`src/rtl/timer8_map.svh`:
```
`ifndef TIMER8_MAP_SVH
`define TIMER8_MAP_SVH
`define ADDR_WAVE_CONTROL_A 8'h00
`define ADDR_WAVE_CONTROL_B 8'h04
`define ADDR_COUNTER_VALUE 8'h08
`define ADDR_COMPARE_VALUE_A 8'h0C
`define ADDR_COMPARE_VALUE_B 8'h10
`define ADDR_EVENT_FLAGS 8'h14
`define ADDR_CLOCK_CONFIG 8'h18
`define CTRLA_RESET 8'h00
`define CTRLB_RESET 8'h00
`define COUNT_MAX 8'hFF
`define COUNT_BOTTOM 8'h00
`define MODE_NORMAL 3'h0
`define MODE_PC_FF 3'h1
`define MODE_CTC 3'h2
`define MODE_FAST_FF 3'h3
`define MODE_PC_OCRA 3'h5
`define MODE_FAST_OCRA 3'h7
`define ACT_OFF 2'h0
`define ACT_TOGGLE 2'h1
`define ACT_CLEAR 2'h2
`define ACT_SET 2'h3
`define PRESCALE_BITS 10
`endif

```
`src/rtl/timer8_pkg.sv`:
```
package timer8_pkg;
    typedef struct packed {
        logic [1:0] out_a_action;
        logic [1:0] out_b_action;
        logic [2:0] wave_mode_sel;
        logic [2:0] clock_prescale_sel;
    } ctrl_s;
    typedef struct packed {
        logic [7:0] compare_value_a;
        logic [7:0] compare_value_b;
    } cmp_s;
    typedef struct packed {
        logic match_a;
        logic match_b;
        logic overflow;
    } flags_s;
endpackage

```
`src/rtl/timer8_waveform_control.sv`:
```
// The address map and the APB slave port were decided locally.
`timescale 1ns/1ns
`default_nettype none
`include "timer8_map.svh"
module timer8_waveform_control (
    // Clock and reset
    input wire logic I_SYS_CLK,
    input wire logic I_RST_B,
    input wire logic I_CE,
    // Low-frequency source, sampled as an enable
    input wire logic I_LF_TICK,
    // APB slave
    input wire logic I_PSEL,
    input wire logic I_PENABLE,
    input wire logic I_PWRITE,
    input wire logic [7:0] I_PADDR,
    input wire logic [31:0] I_PWDATA,
    output logic O_PREADY,
    output logic [31:0] O_PRDATA,
    output logic O_PSLVERR,
    // Waveform pins
    output logic O_WAVE_OUT_A,
    output logic O_WAVE_OUT_B,
    output logic O_PIN_OVERRIDE_A,
    output logic O_PIN_OVERRIDE_B,
    // Events
    output logic O_MATCH_FLAG_A,
    output logic O_MATCH_FLAG_B,
    output logic O_OVERFLOW_FLAG
);
    typedef struct packed {
        timer8_pkg::ctrl_s ctrl;
        timer8_pkg::cmp_s cmp;
        timer8_pkg::cmp_s cmp_buf;
        timer8_pkg::flags_s flags;
        logic [7:0] counter_value;
        logic count_down;
        logic block_match;
        logic async_clock_sel;
        logic wave_out_a;
        logic wave_out_b;
        logic ovr_a;
        logic ovr_b;
        logic pready;
        logic [31:0] prdata;
        logic pslverr;
    } state_s;

    state_s cur;
    state_s nxt;
    logic presc_tick;
    logic src_en;

    // the low-frequency source acts as a clock enable, avoiding a second domain
    assign src_en = I_CE && (cur.async_clock_sel ? I_LF_TICK : 1'b1);

    timer8_prescaler u_prescaler (
        .i_clk(I_SYS_CLK),
        .i_rst_b(I_RST_B),
        .i_ce(src_en),
        .i_sel(cur.ctrl.clock_prescale_sel),
        .o_tick(presc_tick)
    );

    function automatic logic is_pwm(input logic [2:0] m);
        is_pwm = (m == `MODE_PC_FF) || (m == `MODE_FAST_FF) || (m == `MODE_PC_OCRA) || (m == `MODE_FAST_OCRA);
    endfunction

    function automatic logic is_fast(input logic [2:0] m);
        is_fast = (m == `MODE_FAST_FF) || (m == `MODE_FAST_OCRA);
    endfunction

    // Output after a match event for the given action in the current mode
    function automatic logic match_out(input logic [1:0] act, input logic cur_v, input logic [2:0] m,
                                       input logic down);
        match_out = cur_v;
        if (!is_pwm(m)) begin
            case (act)
                `ACT_TOGGLE: match_out = ~cur_v;
                `ACT_CLEAR: match_out = 1'b0;
                `ACT_SET: match_out = 1'b1;
                default: match_out = cur_v;
            endcase
        end else if (act[1]) begin
            if (is_fast(m)) begin
                match_out = act[0];
            end else begin
                match_out = act[0] ^ down;
            end
        end
    endfunction

    logic [7:0] top;
    logic [2:0] mode;
    logic apb_wr;
    logic apb_rd;
    logic at_top;
    logic at_bottom;
    logic m_a;
    logic m_b;
    logic [7:0] wdat;
    logic [7:0] rdat;
    logic hit;
    // Overflow event of this tick, kept apart so that a software clear cannot swallow it
    logic ovf_ev;

    always_comb begin
        nxt = cur;
        mode = cur.ctrl.wave_mode_sel;
        top = (mode == `MODE_CTC || mode == `MODE_PC_OCRA || mode == `MODE_FAST_OCRA) ?
              cur.cmp.compare_value_a : `COUNT_MAX;
        at_top = (cur.counter_value == top);
        at_bottom = (cur.counter_value == `COUNT_BOTTOM);
        apb_wr = I_PSEL && I_PENABLE && I_PWRITE && !cur.pready;
        apb_rd = I_PSEL && I_PENABLE && !I_PWRITE && !cur.pready;
        wdat = I_PWDATA[7:0];
        m_a = 1'b0;
        m_b = 1'b0;
        rdat = 8'h00;
        hit = 1'b1;
        ovf_ev = 1'b0;

        // Counting, gated by the selected count tick
        if (presc_tick) begin
            // compare against the counter; blocked for one tick after a counter write
            m_a = !cur.block_match && (cur.counter_value == cur.cmp.compare_value_a);
            m_b = !cur.block_match && (cur.counter_value == cur.cmp.compare_value_b);
            nxt.block_match = 1'b0;
            if (is_pwm(mode) && !is_fast(mode)) begin
                if (!cur.count_down) begin
                    if (at_top) begin
                        nxt.count_down = 1'b1;
                        nxt.counter_value = cur.counter_value - 8'h01;
                        nxt.cmp = cur.cmp_buf;
                    end else begin
                        nxt.counter_value = cur.counter_value + 8'h01;
                    end
                end else if (at_bottom) begin
                    nxt.count_down = 1'b0;
                    nxt.counter_value = cur.counter_value + 8'h01;
                    nxt.flags.overflow = 1'b1;
                    ovf_ev = 1'b1;
                end else begin
                    nxt.counter_value = cur.counter_value - 8'h01;
                end
                // compare equal to TOP with upper bit set acts at TOP
                if (m_b && !(cur.ctrl.out_b_action[1] && cur.cmp.compare_value_b == top)) begin
                    nxt.wave_out_b = match_out(cur.ctrl.out_b_action, cur.wave_out_b, mode, cur.count_down);
                end else if (at_top && cur.ctrl.out_b_action[1] && cur.cmp.compare_value_b == top) begin
                    nxt.wave_out_b = match_out(cur.ctrl.out_b_action, cur.wave_out_b, mode, 1'b0);
                end
                if (m_a) begin
                    nxt.wave_out_a = match_out(cur.ctrl.out_a_action, cur.wave_out_a, mode, cur.count_down);
                end
            end else begin
                if (at_top && mode != `MODE_NORMAL) begin
                    nxt.counter_value = `COUNT_BOTTOM;
                end else begin
                    nxt.counter_value = cur.counter_value + 8'h01;
                end
                if ((mode == `MODE_FAST_OCRA) ? at_top : (cur.counter_value == `COUNT_MAX)) begin
                    nxt.flags.overflow = 1'b1;
                    ovf_ev = 1'b1;
                end
                if (is_fast(mode)) begin
                    // buffered compares load as the counter returns to BOTTOM
                    if (at_top) begin
                        nxt.cmp = cur.cmp_buf;
                        // set or clear at bottom regardless of ignored TOP match
                        if (cur.ctrl.out_a_action[1]) begin
                            nxt.wave_out_a = ~cur.ctrl.out_a_action[0];
                        end
                        if (cur.ctrl.out_b_action[1]) begin
                            nxt.wave_out_b = ~cur.ctrl.out_b_action[0];
                        end
                    end
                    if (m_a && !at_top) begin
                        nxt.wave_out_a = match_out(cur.ctrl.out_a_action, cur.wave_out_a, mode, 1'b0);
                    end
                    if (m_b && !(cur.ctrl.out_b_action[1] && at_top)) begin
                        nxt.wave_out_b = match_out(cur.ctrl.out_b_action, cur.wave_out_b, mode, 1'b0);
                    end
                end else begin
                    if (m_a) begin
                        nxt.wave_out_a = match_out(cur.ctrl.out_a_action, cur.wave_out_a, mode, 1'b0);
                    end
                    if (m_b) begin
                        nxt.wave_out_b = match_out(cur.ctrl.out_b_action, cur.wave_out_b, mode, 1'b0);
                    end
                end
            end
            nxt.flags.match_a = cur.flags.match_a | m_a;
            nxt.flags.match_b = cur.flags.match_b | m_b;
        end

        // APB access phase, one answer per transfer after one wait state
        nxt.pready = 1'b0;
        nxt.pslverr = 1'b0;
        if (apb_wr || apb_rd) begin
            nxt.pready = 1'b1;
        end
        case (I_PADDR)
            `ADDR_WAVE_CONTROL_A: begin
                rdat = {cur.ctrl.out_a_action, cur.ctrl.out_b_action, 2'b00, cur.ctrl.wave_mode_sel[1:0]};
                if (apb_wr) begin
                    nxt.ctrl.out_a_action = wdat[7:6];
                    nxt.ctrl.out_b_action = wdat[5:4];
                    nxt.ctrl.wave_mode_sel[1:0] = wdat[1:0];
                end
            end
            `ADDR_WAVE_CONTROL_B: begin
                rdat = {4'h0, cur.ctrl.wave_mode_sel[2], cur.ctrl.clock_prescale_sel};
                if (apb_wr) begin
                    nxt.ctrl.wave_mode_sel[2] = wdat[3];
                    nxt.ctrl.clock_prescale_sel = wdat[2:0];
                    // forced match changes output only, no flag, no clear
                    if (!is_pwm(mode) && wdat[7]) begin
                        nxt.wave_out_a = match_out(cur.ctrl.out_a_action, nxt.wave_out_a, mode, 1'b0);
                    end
                    if (!is_pwm(mode) && wdat[6]) begin
                        nxt.wave_out_b = match_out(cur.ctrl.out_b_action, nxt.wave_out_b, mode, 1'b0);
                    end
                end
            end
            `ADDR_COUNTER_VALUE: begin
                rdat = cur.counter_value;
                if (apb_wr) begin
                    nxt.counter_value = wdat;
                    nxt.block_match = 1'b1;
                end
            end
            `ADDR_COMPARE_VALUE_A: begin
                rdat = cur.cmp_buf.compare_value_a;
                if (apb_wr) begin
                    nxt.cmp_buf.compare_value_a = wdat;
                    if (!is_pwm(mode)) begin
                        nxt.cmp.compare_value_a = wdat;
                    end
                end
            end
            `ADDR_COMPARE_VALUE_B: begin
                rdat = cur.cmp_buf.compare_value_b;
                if (apb_wr) begin
                    nxt.cmp_buf.compare_value_b = wdat;
                    if (!is_pwm(mode)) begin
                        nxt.cmp.compare_value_b = wdat;
                    end
                end
            end
            `ADDR_EVENT_FLAGS: begin
                rdat = {5'h00, cur.flags.match_b, cur.flags.match_a, cur.flags.overflow};
                if (apb_wr) begin
                    // set wins over a same-cycle clear
                    // A flag that is already set and sets again in this cycle must survive the clear
                    nxt.flags.overflow = nxt.flags.overflow & ~(wdat[0] & ~ovf_ev);
                    nxt.flags.match_a = nxt.flags.match_a & ~(wdat[1] & ~m_a);
                    nxt.flags.match_b = nxt.flags.match_b & ~(wdat[2] & ~m_b);
                end
            end
            `ADDR_CLOCK_CONFIG: begin
                rdat = {7'h00, cur.async_clock_sel};
                if (apb_wr) begin
                    nxt.async_clock_sel = wdat[0];
                end
            end
            default: begin
                hit = 1'b0;
            end
        endcase
        if (apb_wr || apb_rd) begin
            nxt.pslverr = !hit;
            nxt.prdata = {24'h000000, rdat};
        end
        // Pin select is registered with the action field so it changes on the same edge
        nxt.ovr_a = |nxt.ctrl.out_a_action;
        nxt.ovr_b = |nxt.ctrl.out_b_action;
    end

    always_ff @(posedge I_SYS_CLK or negedge I_RST_B) begin
        if (!I_RST_B) begin
            cur <= '0;
        end else if (I_CE) begin
            cur <= nxt;
        end
    end

    assign O_PREADY = cur.pready;
    assign O_PRDATA = cur.prdata;
    assign O_PSLVERR = cur.pslverr;
    assign O_WAVE_OUT_A = cur.wave_out_a;
    assign O_WAVE_OUT_B = cur.wave_out_b;
    assign O_PIN_OVERRIDE_A = cur.ovr_a;
    assign O_PIN_OVERRIDE_B = cur.ovr_b;
    assign O_MATCH_FLAG_A = cur.flags.match_a;
    assign O_MATCH_FLAG_B = cur.flags.match_b;
    assign O_OVERFLOW_FLAG = cur.flags.overflow;
endmodule
`default_nettype wire

```
`src/rtl/timer8_prescaler.sv`:
```
`timescale 1ns/1ns
`default_nettype none
`include "timer8_map.svh"
module timer8_prescaler (
    // Clock and reset
    input wire logic i_clk,
    input wire logic i_rst_b,
    input wire logic i_ce,
    // Selection
    input wire logic [2:0] i_sel,
    output logic o_tick
);
    logic [`PRESCALE_BITS-1:0] div;
    logic [`PRESCALE_BITS-1:0] mask;
    always_comb begin
        case (i_sel)
            3'h2: mask = 10'h007;
            3'h3: mask = 10'h01F;
            3'h4: mask = 10'h03F;
            3'h5: mask = 10'h07F;
            3'h6: mask = 10'h0FF;
            3'h7: mask = 10'h3FF;
            default: mask = 10'h000;
        endcase
    end
    // Free running so a tick lands every divisor cycles of the source clock
    always_ff @(posedge i_clk or negedge i_rst_b) begin
        if (!i_rst_b) begin
            div <= 10'h000;
        end else if (i_ce) begin
            div <= div + 10'h001;
        end
    end
    assign o_tick = i_ce && (i_sel != 3'h0) && ((div & mask) == mask);
endmodule
`default_nettype wire

```
`config.mk`:
```
export PLATFORM = sky130hd
export DESIGN_NAME = timer8_waveform_control
export DESIGN_NICKNAME = d
export VERILOG_FILES = /design/src/rtl/timer8_pkg.sv /design/src/rtl/timer8_waveform_control.sv /design/src/rtl/timer8_prescaler.sv
export VERILOG_INCLUDE_DIRS = /design/src /design/src/rtl
export SDC_FILE = /design/constraint.sdc
export NUM_CORES = 1
export LEC_CHECK = 0
export ABC_AREA = 1
export BUFFER_PORTS_ARGS = -buffer_cell sky130_fd_sc_hd__buf_2
export CAP_MARGIN = 20
export CORE_UTILIZATION = 52
export DETAILED_ROUTE_END_ITERATION = 16
export GPL_TIMING_DRIVEN = 1
export PLACE_DENSITY_LB_ADDON = 0.15
export SYNTH_ARGS = -nofsm -noshare
export SYNTH_HDL_FRONTEND = slang
export SYNTH_SLANG_ARGS = --single-unit
export TNS_END_PERCENT = 5
```
`constraint.sdc`:
```
create_clock -name I_SYS_CLK -period 5.5 [get_ports I_SYS_CLK]
set_clock_uncertainty 0.1 [all_clocks]
set_input_delay 0.55 -clock I_SYS_CLK [delete_from_list [all_inputs] [get_ports I_SYS_CLK]]
set_output_delay 0.55 -clock I_SYS_CLK [all_outputs]
set_load 0.01 [all_outputs]
```
; Word level (Yosys, flattened, before mapping)
; Cells that the tools add are included.
[totals]
reg_bits = 80
in_bits = 47
output_inout_bits = 41
wordCells = 210
[classes]
n_addsub = 3
n_eq_ne = 29
muxes = 81
bitwise_logic = 23
reduce_logical = 50
[op_table]
columns = cell, count
row1 = 8-bit 2-to-1 mux, 12
row2 = 16-bit 2-to-1 mux, 5
row3 = 10-bit case mux with 6 select lines, 1
row4 = 8-bit case mux with 7 select lines, 1
row5 = 1-bit 2-to-1 mux, 45
row6 = 8-bit equality test, 4
row7 = 8-bit by 5-bit equality test with 1-bit output (second input constant), 3
row8 = 1-bit logical AND, 20
row9 = 3-bit equality test (second input constant), 6
row10 = 9-bit 2-to-1 mux, 2
row11 = 3-bit AND reduction, 6
row12 = 8-bit by 4-bit equality test with 1-bit output (second input constant), 2
row13 = 8-bit zero test, 2
row14 = 13-bit 2-to-1 mux, 1
row15 = 3-bit by 2-bit equality test with 1-bit output (second input constant), 4
row16 = 2-bit 2-to-1 mux, 6
row17 = 1-bit inverter, 12
row18 = 1-bit case mux with 3 select lines, 4
row19 = 10-bit by 1-bit adder with 10-bit output (second input constant), 1
row20 = 10-bit AND, 1
row21 = 10-bit equality test, 1
row22 = 1-bit zero test, 9
row23 = 8-bit by 1-bit adder with 8-bit output (second input constant), 1
row24 = 2-bit equality test (second input constant), 4
row25 = other kinds (15), 33

; Longest topological paths before layout
[logic_depth]
word_depth = 18
mapped_depth = 21
mapped_depth_nobuf = 19

; Cells and area by module
; Synthesis repeated with hierarchy kept, for this count alone.
[unflattened]
hier_cells = 921
hier_area_um2 = 6085.8
[by_module_without_submodules]
columns = mod, n_inst, cells_per_inst, area_per_inst_um2, seq_area_each_um2
row1 = timer8_waveform_control, 1, 843, 5492.8, 1751.7
row2 = timer8_prescaler, 1, 78, 593.1, 250.2

; Worst setup path before layout
; Ideal clock, no wire load.
[synth_path]
path_type = in2reg
from = input I_PADDR[5]
to = register cur[47] in the netlist's numbering
setup_ns = 0.134
arrival_time_ns = 2.142
slack_ns = 3.124
cell_stages = 11
path_cell_list = nor3_1 inv_1 nor2_1 inv_1 nor2_1 clkinv_1 nor2_1 inv_1 o21ai_0 o21bai_1 o21ai_0
[synth_between]
elab_chain_cells = 2
[synth_rtl]
columns = element, line_no
row1 = "start, declared", timer8_waveform_control.sv:16  ; input wire logic [7:0] I_PADDR,
row2 = 8-bit by 4-bit equality test with 1-bit output, timer8_waveform_control.sv:202  ; case (I_PADDR)
row3 = 8-bit 2-to-1 mux, timer8_waveform_control.sv:202
row4 = "end signal, assigned", timer8_waveform_control.sv:283  ; cur <= nxt;
row5 = "end, declared", timer8_waveform_control.sv:49  ; state_s cur;
; Every way passes these cells.
; A chain may end at the register's enable or synchronous reset.

; Worst setup path in the final report
[layout_path]
from = register cur (netlist bit mode[0])
to = register cur[45] in the netlist's numbering
[layout_between]
elab_chain_cells = 11
word_cells_on_any_way = 24
cone_classes = eq/ne (6) / mux (8) / reduce/logical (10)
[layout_rtl]
columns = element, line_no
row1 = 3-bit by 2-bit equality test with 1-bit output (no line) or 3-bit equality test (tied branches), n/a
row2 = 1-bit logical OR (no line) (2 in a row), n/a
row3 = 8-bit 2-to-1 mux (no line), n/a
row4 = 8-bit equality test, timer8_waveform_control.sv:112  ; at_top = (cur.counter_value == top);
row5 = 8-bit 2-to-1 mux or 1-bit logical AND (tied branches), n/a
row6 = 9-bit 2-to-1 mux or 8-bit 2-to-1 mux (tied branches), "timer8_waveform_control.sv:130, timer8_waveform_control.sv:156"
row7 = 9-bit 2-to-1 mux *, timer8_waveform_control.sv:129  ; if (is_pwm(mode) && !is_fast(mode)) begin
row8 = 13-bit 2-to-1 mux *, timer8_waveform_control.sv:124  ; if (presc_tick) begin
row9 = 8-bit 2-to-1 mux, timer8_waveform_control.sv:227  ; if (apb_wr) begin
row10 = 8-bit 2-to-1 mux *, timer8_waveform_control.sv:202
; Mark *: on every way between the ends. The rest lies on a longest branch, timed or not.

==> metrics list <==
- Horizontal extent of the die: 107 microns
- During synthesis, Yosys emitted a total of 0 warnings.
- Data arrival time of the critical path: 3990 ps
- The worst pin sits at a relative slew slack of 45.0%.
- Hold Fails Final Rpt: 0
- Net switching is 34.1% of the power.
- The critical path goes through nand2_1 -> nand2_1 -> nand2_1 -> nand2_1 -> nand2_1 -> nor2_1 -> nand2_1 -> nor2_2 -> nand2_2 -> nand2_1 -> nand2_1 -> inv_2 -> o21ai_1 -> a21oi_1 -> o21ai_0 -> nand2_1 -> o21ai_0.
- Max-cap violations in this run came to 0.
- By area, the combinational part of the netlist is dominated by simple AND/OR/NAND/NOR gates.
- The root buffer cell chosen for the clock tree is clkbuf_8.
* Starting density of the core: 54.6%
* Buffer count from post-CTS setup fixing: 0
- Cell internal power was estimated by the tool at 1.05 mW.
* Post-detailed-route wirelength per cell: 19.7 microns
- Combinational logic burns 22.2% of the power.
* Maximum operating frequency: 259 MHz
- The kind of cell with the highest combined delay along the critical path is simple AND/OR/NAND/NOR gates.
* Number of buffers inserted during clock tree synthesis: 9
- In this run the worst path has a maximum fanout of 21.
- CTS saw 80 sinks.
* Avg Cell Area, Syn: 6.98 sq um
* Cell with the largest stage delay on the worst path: dfrtp_1
* Total number of placement rows: 37
- Number of antenna violations at the first check in global routing: 0
- Adding up every negative setup slack in the final design gives 0 ps.
- Number of pins with negative max-slew slack in the final report: 0
- Register bit total from synthesis: 80
- Number of optimization iterations in the first detailed-route pass: 7
- Area used by sequential logic in the layout: 2000 sq um
- Simple-gate share of the synthesized area: 24.0%
* Final weighted congestion in routability-driven placement: 1.01
* Mux share of post-synthesis cell area: 0.196%
* DR iter-0 viols: 716
- Clock edge transition at the registers on the reported setup and hold paths: 90 ps
* P_leak: 2.78 nW
* Via count of the first global-routing pass: 5,652
- Startpoint types: flop
- The flow ran to the end, and the final reports show no timing, DRC or antenna violations.
- Compared with the post-synthesis result, the final layout area differs by 6.63%.
- Sequential element share of the synthesized area: 34.9%
- Fillcell total: 998
- The synthesized netlist devotes 23.4% of its cell area to compound gates.
* Power Density: 260 nW/um^2
* Final Net Count: 894
* Diode insertion count for antenna repair: 0
- For this run the aggregate overflow at the end of global routing stands at 0.
- Entering global routing, the biggest net connects 81 pins.
- Clock tree from TritonCTS: built
* Kind of capture point of the worst setup path: flop
- The cell area that synthesis handed to floorplanning was 5730 sq um.
- Post-detailed-route count of antenna-violating nets: 0
- Proportion of power drawn by the clock network: 31.3%
- Sum of buffers and inverters on the critical path: 1
- Worst min-delay path class: reg -> reg
- Subtracting the final worst setup slack from the clock period gives 3860 ps.
- Pin placement for this block handled 88 I/O pins.
- The H-tree generated during clock tree synthesis spans 3 levels.
* Via density: 6.17
- In the global route stage, overall resource usage came out at 35.4%.
- After legalization and detailed placement, the total HPWL measured 14.0 mm.
- The die is 107 microns tall.
* Port buffer count: 39
- Drt drc: 0
* Crit path top cell by count: nand2_1
- Setup repair after global routing missed its margin: no
* Post-synthesis adder-cell area fraction: 0.873%
- Setup violations remaining at the end of the flow were counted as 0.
- Total routed wirelength: 19.4 mm
- Via count: 6,076
* Area of the die: 11,500 sq um
- Sequential cells account for 46.5% of the total power.
* IR drop worst, VDD: 231 uV
- Clock tree buffer depth: 2
- In this run the standard cell core region covers 10,500 sq um.
* Share of the synthesized netlist area taken by xor and xnor gates: 4.43%
* Multi-input gate area: 3120 sq um
- Later-pin clock latency in the skew report: 370 ps
* Gate count after technology mapping: 822
- Global-route wire length before repair: 30.4 mm
* Slowest cell delay on critical path: 880 ps
* Share of final-layout standard cells stronger than drive strength 1: 8.61%
- Critical path required time: 5630 ps
* Setup CP Type: reg -> reg
* Hold slack: 388 ps
- Summed over all nets, the switching power comes to 0.541 mW.
- Transition time at the pin with the least slew margin: 825 ps
- Portion of the clock cycle consumed by the worst path in the final layout: 70.2%
* Number of unique standard cell types used by synthesis: 45
## area by class of cell
class	instances	share of cell area (%)
Sequential cell	80	32.7
Tap cell	136	2.78
Multi-Input combinational cell	619	51.0
Clock buffer	11	2.31
Inverter	86	5.28
Timing Repair Buffer	47	4.58
Clock inverter	5	1.29
## final timing paths
path                       startpoint            endpoint  slack [ps]  cells past startpoint
setup / recovery              mode[0]             cur[45]        1640                     17
hold / removal              O_PSLVERR           O_PSLVERR         390                      2
setup reg to reg              mode[0]             cur[45]        1640                     17
hold reg to reg             O_PSLVERR           O_PSLVERR         390                      2
max in group asynchronous     I_RST_B  u_prescaler.div[2]        4190                      3
min in group asynchronous     I_RST_B             cur[43]         470                      2
## flip-flops by register name, indices dropped and copies added (netlist names)
signal and count:
O_PREADY 1, O_WAVE_OUT_A 1, O_WAVE_OUT_B 1, O_PIN_OVERRIDE_A 1
u_prescaler.div 10, mode 3, O_PRDATA 8, O_MATCH_FLAG_A 1
O_MATCH_FLAG_B 1, O_PIN_OVERRIDE_B 1, O_OVERFLOW_FLAG 1, cur 50
O_PSLVERR 1
## synth_stat cells, drive strengths merged
cell type / count / area (sq um)
nand2: 198 / 748
o21ai: 105 / 529
dfrtp: 80 / 2000
inv: 79 / 297
nor2: 55 / 209
nand3: 53 / 270
a21oi: 46 / 234
buf: 40 / 302
xor2: 25 / 219
clkbuf: 20 / 75.1
o211ai: 16 / 120
o22ai: 16 / 100
nor3: 14 / 70.1
a22oi: 10 / 75.1
a31oi: 10 / 62.6
a221oi: 7 / 61.3
clkinv: 7 / 26.3
nand4: 7 / 43.8
o2111ai: 6 / 52.6
ha: 4 / 50.1
o21bai: 4 / 30.0
xnor2: 4 / 35.0
o31ai: 3 / 22.5
or2: 2 / 12.5
a211oi: 1 / 7.51
a221o: 1 / 10.0
a311oi: 1 / 8.76
a31o: 1 / 8.76
and3: 1 / 6.26
conb: 1 / 3.75
mux2: 1 / 11.3
nor3b: 1 / 7.51
nor4: 1 / 6.26
o221ai: 1 / 8.76
o32ai: 1 / 8.76
## layout by cell type (no fill, tap or decap), types with 2 or more instances in the layout
cell	Yosys	layout
a21oi_1	45	45
a221oi_1	7	7
a22oi_1	10	10
a31oi_1	10	10
buf_2	4	38
buf_4	33	6
bufinv_16	0	2
clkbuf_8	0	10
clkinv_1	7	7
clkinv_2	0	2
conb_1	1	24
dfrtp_1	80	80
ha_1	4	4
inv_1	76	76
inv_2	3	3
nand2_1	196	196
nand2_2	2	2
nand3_1	52	52
nand4_1	7	7
nor2_1	54	54
nor3_1	14	14
o2111ai_1	6	6
o211ai_1	16	16
o21ai_0	95	95
o21ai_1	9	9
o21bai_1	4	4
o22ai_1	16	16
o31ai_1	3	3
xnor2_1	4	4
xor2_1	25	25
## metrics by stage
step                worst slack, ps  std cells  total power [mW]  utilization (%)  cell area (sq um)
finish                         1640        984              1.59             58.2               6110
global route                   1320        984              1.67             58.2               6110
CTS                            1780        981              1.58             57.8               6070
global placement               1860        965              1.07             55.7               5850
floorplan                      3120        845             0.986                -               5820
detailed placement             1790        965              1.09             55.7               5850
## worst min-delay path, delay by kind of cell, from the launching register on
family	cells	cell delay [ps]
flops	1	350
compound gates	1	60
simple gates	1	50
## logic make-up after synthesis
family / after synthesis
AOI/OAI and AO/OA: 229
muxes: 1
DFF: 80
adders and majority gates: 4
buffers and inverters: 146
and+or+nand+nor: 332
other: 1
xor gates and xnor gates: 29
## repair_timing
action | CTS | global route
resized for setup | 0 | 0
endpoints found under the setup margin | 0 | 0
hold buffers | 0 | 1
hold endpoints to repair | 0 | 12
## routing by layer
metal / GRT usage (%) / up-vias / part of all wire (%)
met5: 0 / - / 0
met4: 17.2 / 0 / 3.9
met3: 6.14 / 67 / 10
met2: 54.7 / 396 / 45
met1: 47.8 / 2834 / 41
li1: - / 2779 / -
## power by group through the flow
stage | sequential (mW) | combinational, mW | clock (mW)
final | 0.739 | 0.354 | 0.497
after global routing | 0.748 | 0.397 | 0.522
after CTS | 0.736 | 0.343 | 0.500
after detailed placement | 0.747 | 0.343 | 0
after global placement | 0.745 | 0.330 | 0
after floorplan | 0.716 | 0.270 | 0
Note: power is estimated with default switching activity, not from simulation.
